[config.mk]
export PLATFORM = sky130hd
export DESIGN_NAME = dlt_top
export DESIGN_NICKNAME = d
export VERILOG_FILES = /design/src/dlt_rom.v /design/src/dlt_top.v
export VERILOG_INCLUDE_DIRS = /design/src /design/src/src
export SDC_FILE = /design/constraint.sdc
export NUM_CORES = 1
export LEC_CHECK = 0
export BUFFER_PORTS_ARGS = -buffer_cell sky130_fd_sc_hd__buf_2
export CORE_ASPECT_RATIO = 0.6
export CORE_MARGIN = 2
export CORE_UTILIZATION = 61
export CTS_CLUSTER_DIAMETER = 50
export DETAILED_ROUTE_END_ITERATION = 8
export PLACE_DENSITY = 0.79
export SLEW_MARGIN = 20
export SYNTH_ARGS = -nofsm -noshare
export SYNTH_HDL_FRONTEND = slang
export SYNTH_SLANG_ARGS = --single-unit
[constraint.sdc]
create_clock -name clk_i -period 2.2 [get_ports clk_i]
set_input_delay 0 -clock clk_i [delete_from_list [all_inputs] [get_ports clk_i]]
set_output_delay 0 -clock clk_i [all_outputs]
set_load 0.005 [all_outputs]
[src/dlt_defs.vh]
`ifndef DLT_DEFS_VH
`define DLT_DEFS_VH
// query parameter layout
`define DLT_LEN_BYTES    8'h2C
`define DLT_PARAM_ID     8'h9A
`define DLT_PARAM_LEN    8'h2A
`define DLT_ROW_COUNT    8'h05
`define DLT_ROW_BYTES    8'h08
`define DLT_HDR_F        8'h46
`define DLT_HDR_C        8'h43
// ddr read opcodes
`define DLT_OP_FAST3     8'h0D
`define DLT_OP_FAST4     8'h0E
`define DLT_OP_DUAL3     8'hBD
`define DLT_OP_DUAL4     8'hBE
`define DLT_OP_QUAD3     8'hED
`define DLT_OP_QUAD4     8'hEE
// mode cycles, same for every code
`define DLT_MODE_FAST    8'h04
`define DLT_MODE_DUAL    8'h02
`define DLT_MODE_QUAD    8'h01
// latency cycles per code and read kind
`define DLT_LAT_11_FAST  8'h01
`define DLT_LAT_11_DUAL  8'h02
`define DLT_LAT_11_QUAD  8'h03
`define DLT_LAT_00_FAST  8'h02
`define DLT_LAT_00_DUAL  8'h04
`define DLT_LAT_00_QUAD  8'h06
`define DLT_LAT_01_FAST  8'h04
`define DLT_LAT_01_DUAL  8'h05
`define DLT_LAT_01_QUAD  8'h07
`define DLT_LAT_10_FAST  8'h05
`define DLT_LAT_10_DUAL  8'h06
`define DLT_LAT_10_QUAD  8'h08
// frequency limits in MHz
`define DLT_FREQ_50      8'h32
`define DLT_FREQ_66      8'h42
// latency codes
`define DLT_CODE_11      2'h3
`define DLT_CODE_00      2'h0
`define DLT_CODE_01      2'h1
`define DLT_CODE_10      2'h2
// read kinds
`define DLT_KIND_FAST    2'h0
`define DLT_KIND_DUAL    2'h1
`define DLT_KIND_QUAD    2'h2
`endif

[src/dlt_rom.v]
`timescale 1ns/1ps
`include "dlt_defs.vh"
// table contents with registered read data
module dlt_rom (
    input  wire       clk_i,
    input  wire       rst_i,
    input  wire [5:0] addr_i,
    output reg  [7:0] data_o
);
    reg [7:0] next_data;

    // unmapped offsets read as ff, like erased query space
    always @* begin
        case (addr_i)
            6'h00: next_data = `DLT_PARAM_ID;
            6'h01: next_data = `DLT_PARAM_LEN;
            6'h02: next_data = `DLT_ROW_COUNT;
            6'h03: next_data = `DLT_ROW_BYTES;
            6'h04: next_data = `DLT_HDR_F;
            6'h05: next_data = `DLT_HDR_C;
            6'h06: next_data = `DLT_OP_FAST3;
            6'h07: next_data = `DLT_OP_FAST4;
            6'h08: next_data = `DLT_OP_DUAL3;
            6'h09: next_data = `DLT_OP_DUAL4;
            6'h0A: next_data = `DLT_OP_QUAD3;
            6'h0B: next_data = `DLT_OP_QUAD4;
            6'h0C: next_data = `DLT_FREQ_50;
            6'h0D: next_data = {6'h00, `DLT_CODE_11};
            6'h0E: next_data = `DLT_MODE_FAST;
            6'h0F: next_data = `DLT_LAT_11_FAST;
            6'h10: next_data = `DLT_MODE_DUAL;
            6'h11: next_data = `DLT_LAT_11_DUAL;
            6'h12: next_data = `DLT_MODE_QUAD;
            6'h13: next_data = `DLT_LAT_11_QUAD;
            6'h14: next_data = `DLT_FREQ_66;
            6'h15: next_data = {6'h00, `DLT_CODE_00};
            6'h16: next_data = `DLT_MODE_FAST;
            6'h17: next_data = `DLT_LAT_00_FAST;
            6'h18: next_data = `DLT_MODE_DUAL;
            6'h19: next_data = `DLT_LAT_00_DUAL;
            6'h1A: next_data = `DLT_MODE_QUAD;
            6'h1B: next_data = `DLT_LAT_00_QUAD;
            6'h1C: next_data = `DLT_FREQ_66;
            6'h1D: next_data = {6'h00, `DLT_CODE_01};
            6'h1E: next_data = `DLT_MODE_FAST;
            6'h1F: next_data = `DLT_LAT_01_FAST;
            6'h20: next_data = `DLT_MODE_DUAL;
            6'h21: next_data = `DLT_LAT_01_DUAL;
            6'h22: next_data = `DLT_MODE_QUAD;
            6'h23: next_data = `DLT_LAT_01_QUAD;
            6'h24: next_data = `DLT_FREQ_66;
            6'h25: next_data = {6'h00, `DLT_CODE_10};
            6'h26: next_data = `DLT_MODE_FAST;
            6'h27: next_data = `DLT_LAT_10_FAST;
            6'h28: next_data = `DLT_MODE_DUAL;
            6'h29: next_data = `DLT_LAT_10_DUAL;
            6'h2A: next_data = `DLT_MODE_QUAD;
            6'h2B: next_data = `DLT_LAT_10_QUAD;
            default: next_data = 8'hFF;
        endcase
    end

    always @(posedge clk_i or posedge rst_i) begin
        if (rst_i) begin
            data_o <= 8'h00;
        end else begin
            data_o <= next_data;
        end
    end
endmodule

[src/dlt_top.v]
`timescale 1ns/1ps
`include "dlt_defs.vh"
// Notes on behaviour
// - offset 0 reads 9Ah, the ddr latency table identifier.
// - offset 1 reads 2Ah bytes following; next parameter at here plus that plus one.
// - five rows of eight bytes; header starts with ascii F and C.
// - header first command column: fast ddr read opcodes 0Dh then 0Eh.
// - header second command column: ddr dual i/o opcodes BDh then BEh.
// - header third command column: ddr quad i/o opcodes EDh then EEh.
// - mode cycles are four fast, two dual, one quad for every code.
// - code 11b up to 50 MHz, latency 1/2/3.
// - code 00b up to 66 MHz, latency 2/4/6.
// - code 01b up to 66 MHz, latency 4/5/7.
// - code 10b up to 66 MHz, latency 5/6/8.
//
// query port: the host shifts an offset byte in msb first on sck rising edges
// while cs_n is low, then reads table bytes msb first; data changes on falling
// sck edges and the offset auto-increments. a second path reports the wait
// for a ddr read given kind and configured latency code.
module dlt_top (
    input  wire       clk_i,
    input  wire       rst_i,
    input  wire       sck_i,
    input  wire       cs_n_i,
    input  wire       mosi_i,
    output reg        miso_o,
    output reg        miso_oe_o,
    input  wire [1:0] lat_code_i,
    input  wire [1:0] read_kind_i,
    input  wire       read_start_i,
    output reg        data_phase_o,
    output reg        wait_busy_o
);
    // two-flop synchronisers for the link pins
    reg  [1:0] sck_sync;
    reg  [1:0] cs_sync;
    reg  [1:0] mosi_sync;
    reg        sck_prev;
    wire       sck_rise;
    wire       sck_fall;
    wire       cs_act;

    always @(posedge clk_i or posedge rst_i) begin
        if (rst_i) begin
            sck_sync  <= 2'h0;
            cs_sync   <= 2'h3;
            mosi_sync <= 2'h0;
            sck_prev  <= 1'b0;
        end else begin
            sck_sync  <= {sck_sync[0], sck_i};
            cs_sync   <= {cs_sync[0], cs_n_i};
            mosi_sync <= {mosi_sync[0], mosi_i};
            sck_prev  <= sck_sync[1];
        end
    end

    assign sck_rise = sck_sync[1] & ~sck_prev;
    assign sck_fall = ~sck_sync[1] & sck_prev;
    assign cs_act   = ~cs_sync[1];

    // query shift engine
    reg  [2:0] bit_cnt;
    reg        addr_done;
    reg  [7:0] shift_in;
    reg  [5:0] rd_addr;
    reg  [7:0] shift_out;
    reg  [1:0] load_pend;
    wire [7:0] rom_data;

    dlt_rom u_rom (
        .clk_i  (clk_i),
        .rst_i  (rst_i),
        .addr_i (rd_addr),
        .data_o (rom_data)
    );

    // rom read is registered, so the byte is valid two clocks after the
    // address update: one for the address register, one for the rom output.
    // loading after one clock would pick up the previous offset's byte.
    // sck at 200 ns period leaves several clocks of margin before the next fall
    always @(posedge clk_i or posedge rst_i) begin
        if (rst_i) begin
            bit_cnt   <= 3'h0;
            addr_done <= 1'b0;
            shift_in  <= 8'h00;
            rd_addr   <= 6'h00;
            shift_out <= 8'hFF;
            load_pend <= 2'h0;
            miso_o    <= 1'b0;
            miso_oe_o <= 1'b0;
        end else if (!cs_act) begin
            bit_cnt   <= 3'h0;
            addr_done <= 1'b0;
            load_pend <= 2'h0;
            miso_oe_o <= 1'b0;
            miso_o    <= 1'b0;
        end else begin
            // two-stage load delay; a fresh address request below overrides it
            load_pend <= {load_pend[0], 1'b0};
            if (load_pend[1]) begin
                shift_out <= rom_data;
            end
            if (!addr_done && sck_rise) begin
                shift_in <= {shift_in[6:0], mosi_sync[1]};
                bit_cnt  <= bit_cnt + 3'h1;
                if (bit_cnt == 3'h7) begin
                    addr_done <= 1'b1;
                    // offsets are cut to 6 bits; those that land past the table read ff
                    rd_addr   <= {shift_in[4:0], mosi_sync[1]};
                    load_pend <= 2'h1;
                end
            end else if (addr_done && sck_fall) begin
                miso_oe_o <= 1'b1;
                miso_o    <= shift_out[7];
                shift_out <= {shift_out[6:0], 1'b1};
                bit_cnt   <= bit_cnt + 3'h1;
                if (bit_cnt == 3'h7) begin
                    rd_addr   <= rd_addr + 6'h01;
                    load_pend <= 2'h1;
                end
            end
        end
    end

    // mode plus latency wait per kind and code
    function [7:0] dlt_wait;
        input [1:0] kind;
        input [1:0] code;
        reg   [1:0] knd;
        reg   [7:0] mode;
        reg   [7:0] lat;
        begin
            // kind 3 has no column of its own, so it borrows both quad entries
            knd  = (kind == 2'h3) ? `DLT_KIND_QUAD : kind;
            mode = (knd == `DLT_KIND_FAST) ? `DLT_MODE_FAST :
                   (knd == `DLT_KIND_DUAL) ? `DLT_MODE_DUAL : `DLT_MODE_QUAD;
            case ({knd, code})
                {`DLT_KIND_FAST, `DLT_CODE_11}: lat = `DLT_LAT_11_FAST;
                {`DLT_KIND_DUAL, `DLT_CODE_11}: lat = `DLT_LAT_11_DUAL;
                {`DLT_KIND_QUAD, `DLT_CODE_11}: lat = `DLT_LAT_11_QUAD;
                {`DLT_KIND_FAST, `DLT_CODE_00}: lat = `DLT_LAT_00_FAST;
                {`DLT_KIND_DUAL, `DLT_CODE_00}: lat = `DLT_LAT_00_DUAL;
                {`DLT_KIND_QUAD, `DLT_CODE_00}: lat = `DLT_LAT_00_QUAD;
                {`DLT_KIND_FAST, `DLT_CODE_01}: lat = `DLT_LAT_01_FAST;
                {`DLT_KIND_DUAL, `DLT_CODE_01}: lat = `DLT_LAT_01_DUAL;
                {`DLT_KIND_QUAD, `DLT_CODE_01}: lat = `DLT_LAT_01_QUAD;
                {`DLT_KIND_FAST, `DLT_CODE_10}: lat = `DLT_LAT_10_FAST;
                {`DLT_KIND_DUAL, `DLT_CODE_10}: lat = `DLT_LAT_10_DUAL;
                {`DLT_KIND_QUAD, `DLT_CODE_10}: lat = `DLT_LAT_10_QUAD;
                // unreachable once kind 3 is folded; longest wait is the safe choice
                default: lat = `DLT_LAT_10_QUAD;
            endcase
            dlt_wait = mode + lat;
        end
    endfunction

    // wait counter runs on sck rising edges; kind 3 is treated as quad
    reg [7:0] wait_cnt;

    always @(posedge clk_i or posedge rst_i) begin
        if (rst_i) begin
            wait_cnt     <= 8'h00;
            wait_busy_o  <= 1'b0;
            data_phase_o <= 1'b0;
        end else if (!cs_act) begin
            wait_cnt     <= 8'h00;
            wait_busy_o  <= 1'b0;
            data_phase_o <= 1'b0;
        end else if (read_start_i && !wait_busy_o && !data_phase_o) begin
            wait_cnt    <= dlt_wait(read_kind_i, lat_code_i);
            wait_busy_o <= 1'b1;
        end else if (wait_busy_o && sck_rise) begin
            wait_cnt <= wait_cnt - 8'h01;
            if (wait_cnt == 8'h01) begin
                wait_busy_o  <= 1'b0;
                data_phase_o <= 1'b1;
            end
        end
    end
endmodule

; ---- Word level (Yosys, flattened, before mapping)
; Memories as Yosys holds them, arrays and structs flattened. A register that Yosys moved wholly into a read port is not among the register bits.
; Index checks and enable logic that the tools add are counted.
; W data, S select, Z words.
[op_classes]
addsub = 4
n_eq_ne = 6
muxes = 39
bitwise = 5
reduce_logical = 24
[op_table]
columns = operator, count
row1 = $mux W8, 8
row2 = $mux W6, 4
row3 = $mux W1, 17
row4 = $mux W2, 6
row5 = $mux W3, 4
row6 = $reduce_bool A2 Y1, 6
row7 = $reduce_bool A3 Y1, 3
row8 = $add A3 B8 Y8, 1
row9 = $eq A8 B1 Y1 const B, 1
row10 = $reduce_and A2 Y1, 4
row11 = $sub A8 B1 Y8 const B, 1
row12 = $add A6 B1 Y6 const B, 1
row13 = $reduce_and A3 Y1, 2
row14 = $logic_and A1 B1 Y1, 5
row15 = $ne A2 B2 Y1 const B, 2
row16 = $add A3 B1 Y3 const B, 1
row17 = $eq A3 B3 Y1 const B, 1
row18 = $logic_not A1 Y1, 3
row19 = $not A1 Y1, 3
row20 = $and A1 B1 Y1, 2
row21 = $eq A2 B1 Y1 const B, 1
row22 = $eq A2 B2 Y1 const B, 1
row23 = $logic_not A2 Y1, 1
[word_totals]
ff_bits = 44
rom_bits = 576
in_bits = 10
output_inout_bits = 4
wordCells = 95
n_memories = 2
[mem_list]
columns = memory, depth, width, rd, rd_clocked_by_memory_dff, wr, line_no
row1 = (no name shown), 64, 8, 1, 1, 0, dlt_rom.v:14  ; case (addr_i)
row2 = (no name shown), 16, 4, 1, 0, 0, dlt_top.v:137  ; case ({knd, code})

; ---- Logic depth before layout (Yosys ltp)
[depth]
word_depth = 8
ltp_mapped = 10
mapped_depth_nobuf = 10

; ---- Cells and area by module
; Synthesis repeated with hierarchy kept, for this count alone.
[hier_totals]
cells_unflattened = 316
area_unflattened_um2 = 3108.0
[modules_own_cells]
columns = mod, n_inst, cells_per_inst, area_per_inst_um2, seq_area_each_um2
row1 = dlt_top, 1, 219, 2333.5, 1113.6
row2 = dlt_rom, 1, 97, 774.5, 200.2

; ---- Worst setup path after synthesis
; OpenSTA, ideal clock, no wires.
[synth_timing]
kind = register -> register
from = reg rd_addr[1]
to = reg u_rom.data_o[0]
setup_time_ps = 125
arrival_ps = 1675
required_ps = 2075
path_slack_ps = 400
path_stages_with_launch = 8
path_buffers = 1
period_less_slack_ps = 1800
cell_sequence = dfrtp_1 > clkbuf_1 > inv_1 > ha_1 > nor2b_1 > a21oi_1 > o221ai_1 > mux2_2
[synth_lines]
columns = element, line_no
row1 = start: declaration, dlt_top.v:65  ; reg [5:0] rd_addr;
row2 = start signal: assignment, dlt_top.v:109  ; rd_addr <= {shift_in[4:0], mosi_sync[1]};
row3 = start signal: assignment, dlt_top.v:118  ; rd_addr <= rd_addr + 6'h01;
row4 = end: declaration, dlt_rom.v:8  ; output reg [7:0] data_o

==> reports/metrics.csv <==
stage;metric;value;unit
die;I/O Pins;14;
sta;final hold vios;0;
worst_setup_path;CP Launch Type;flop;
global_route;largest net degree at the start of global routing;53;
detailed_routing;wire per inst;15.7;µm
worst_setup_path;Critical Path Start;rd_addr[0];
yosys;top_reg_cell synth;dfrtp_1;
finish;share of cells above drive strength 1;18.0;%
worst_setup_path;R2R depth;6;
sta;part of the cycle the worst path needs;86.5;%
global_route;GRT overflow;0;
yosys;#FFs+latches synth;52;
sta;Fin Setup TNS;0;ns
finish;Final nets;355;
sta;minimum clock period;1.90;ns
clock_tree;post-cts sizing count;0;
yosys;post-synth top area share;35.4;%
yosys;most numerous cell in the Yosys netlist;dfrtp_1;
yosys;Synth Cell Area;0.00297;mm²
clock_tree;clk buf depth;2;
clock_tree;clk_lat worst skew;0.31;ns
placement;dpl hpwl;4310;µm
die;Core Footprint;0.00464;mm²
global_route;first-pass GRT wire length;10700;µm
sta;Fmax;0.526;GHz
clock_tree;Sinks on Clock Net;52;
sta;Rel. slew slack;56.5;%
yosys;Avg Inst Size Synth;9.52;µm²
detailed_routing;DR vias/cell;5.88;
yosys;dominant cell type by area after synthesis;dfrtp_1;
detailed_routing;# DRC;0;
sta;Worst Max-Slew Pin Slew;0.653;ns
power;peak supply drop;0.000544;V
global_route;initial antenna violation count;0;
clock_tree;CTS tree;built;
yosys;largest cells by area after synthesis;dfrtp_1 35%, dfstp_2 8.8%, ha_1 7.2%, o21ai_0 4.0%, nor2_1 3.5%;
sta;fin. max-slew vios;0;
worst_setup_path;worst path arrival time;2.11;ns
worst_hold_path;HP Class;in -> reg;
detailed_routing;DRT iter0 DRCs;192;
placement;PortBufs;13;
yosys;Cell variety after synth;52;
worst_setup_path;crit path kind;reg -> reg;
finish;fillcell total;338;
sta;RSZ-0062 raised after global routing;no;
worst_hold_path;hold depth;3;
yosys;sequential share of the synthesized area;44.2;%
yosys;Synth warnings;0;
clock_tree;root buf cell;clkbuf_8;
yosys;commonest cells in the synthesized netlist;42 x dfrtp_1, 28 x nor2_1, 25 x nand2_1;
outcome;outcome;finished clean;
detailed_routing;1st-pass router iterations;5;
yosys;synthesized net count;340;
die;# rows;19;
placement;RePlAce Congestion;0.886;
finish;Area Growth Syn to Fin;10.4;%
yosys;Post-synth EDFFs;0;
die;Initial Utilization;64.1;%
detailed_routing;final WL;6150;µm
yosys;asr flop ratio synth;100;%
power;Lkg Pwr;1.45;nW
worst_setup_path;CP Max Fanout;11;
worst_hold_path;hold wc startpoint;read_start_i;
global_route;vias in the first global route;2183;
die;DIE HEIGHT;58.1;µm
worst_setup_path;endpoint type of the worst setup path;flop;
detailed_routing;Routed Antenna Nets;0;
clock_tree;H-tree depth;2;
job;max-cap viol count;0;
global_route;gr usage total;25.0;%
placement;placed insts;379;
worst_setup_path;reg2reg start;rd_addr[0];
finish;post-route insts no fill;391;
yosys;post-synthesis cell count;312;
power;P per Cell Area;631;mW/mm²
finish;Inserted Diodes;0;
detailed_routing;Vias;2298;
sta;skew final;0.0131;ns
clock_tree;clock slew at reported path FFs;0.10;ns
die;area of the die;0.00546;mm²
sta;Final setup viols;0;
worst_setup_path;CP Data Required Time;2.41;ns
clock_tree;CTS buffer count;5;
die;Die W;94.1;µm
## critical path: stages, from the launching register on
cell,delay (ns)
dfrtp_1,0.51
inv_1,0.18
ha_1,0.29
nor2_1,0.08
a221oi_1,0.29
o221ai_1,0.16
mux2_2,0.28
## cell usage in the layout, fill, tap and decap left out, types with 9 or more instances in the layout
master	count
dfstp_2	10
buf_2	13
nand3_1	9
buf_4	12
dfrtp_1	42
inv_1	13
nand2_1	25
ha_1	17
a22oi_1	10
nor2_1	28
a21oi_1	19
o21ai_0	24
## path summary, 6_finish.rpt
path                              endpoint  slack, ns
max                        u_rom.data_o[0]       0.30
min                            wait_cnt[2]       0.17
max reg2reg                u_rom.data_o[0]       0.30
min reg2reg                    sck_sync[1]       0.35
max in group asynchronous     load_pend[0]       1.38
min in group asynchronous  u_rom.data_o[2]       0.40
## state kept, by name, summed over array words and instances, names as in the netlist
| signal | count |
|---|---|
| u_rom.data_o | 8 |
| rd_addr | 6 |
| addr_done | 1 |
| sck_prev | 1 |
| data_phase_o | 1 |
| shift_out | 8 |
| load_pend | 2 |
| shift_in | 5 |
| wait_cnt | 8 |
| miso_oe_o | 1 |
| sck_sync | 2 |
| miso_o | 1 |
| cs_sync | 2 |
| bit_cnt | 3 |
| mosi_sync | 2 |
| wait_busy_o | 1 |
## routing by layer
metal	wire length [µm]	up-vias	track usage (%)
li1	-	1127	-
met1	3290	1103	39.6
met2	2550	64	34.6
met3	274	4	5.20
met4	41	0	7.04
met5	0	-	0
## cells by family (layout without fill, tap and decap cells)
group	after synthesis	after routing	share of synthesized area [%]
flops	52	52	44.2
fa+ha+maj	18	18	7.83
buf+inv	37	53	5.47
compound gates	86	86	18.3
mux	14	14	5.01
simple gates	96	96	16.5
xor+xnor	9	9	2.65
## report_power, final
| part | internal, mW | switching (mW) |
|---|---|---|
| Combinational | 0.104 | 0.118 |
| Clock | 0.458 | 0.325 |
| Sequential | 1.01 | 0.0517 |
## per-stage QoR
step	utilization, %	setup WS, ns	instance area, µm²	hold WS, ns	power, mW
floorplan	-	0.400	2970	0.00448	1.23
CTS	70.8	0.316	3280	0.157	2.08
global placement	66.9	0.393	3100	0.107	1.28
global route	70.8	0.0896	3280	0.161	2.16
detailed placement	66.9	0.323	3100	0.106	1.30
finish	70.8	0.298	3280	0.168	2.07
## layout make-up
class,instances,area [µm²],share of cell area (%)
Timing Repair Buffer,29,195,5.95
Sequential cell,52,1310,40.0
Inverter,16,60.1,1.83
Multi-Input combinational cell,223,1500,45.6
Clock inverter,3,68.8,2.10
Clock buffer,5,68.8,2.10
Tap cell,63,78.8,2.40
## repair_timing
item / 4_1_cts / 5_1_grt
setup endpoints to repair: 0 / 0
endpoints found under the hold margin: 45 / 0
hold buffers: 4 / 0
buffers inserted: 0 / 0
No activity file was read; power rests on OpenSTA's default activity.
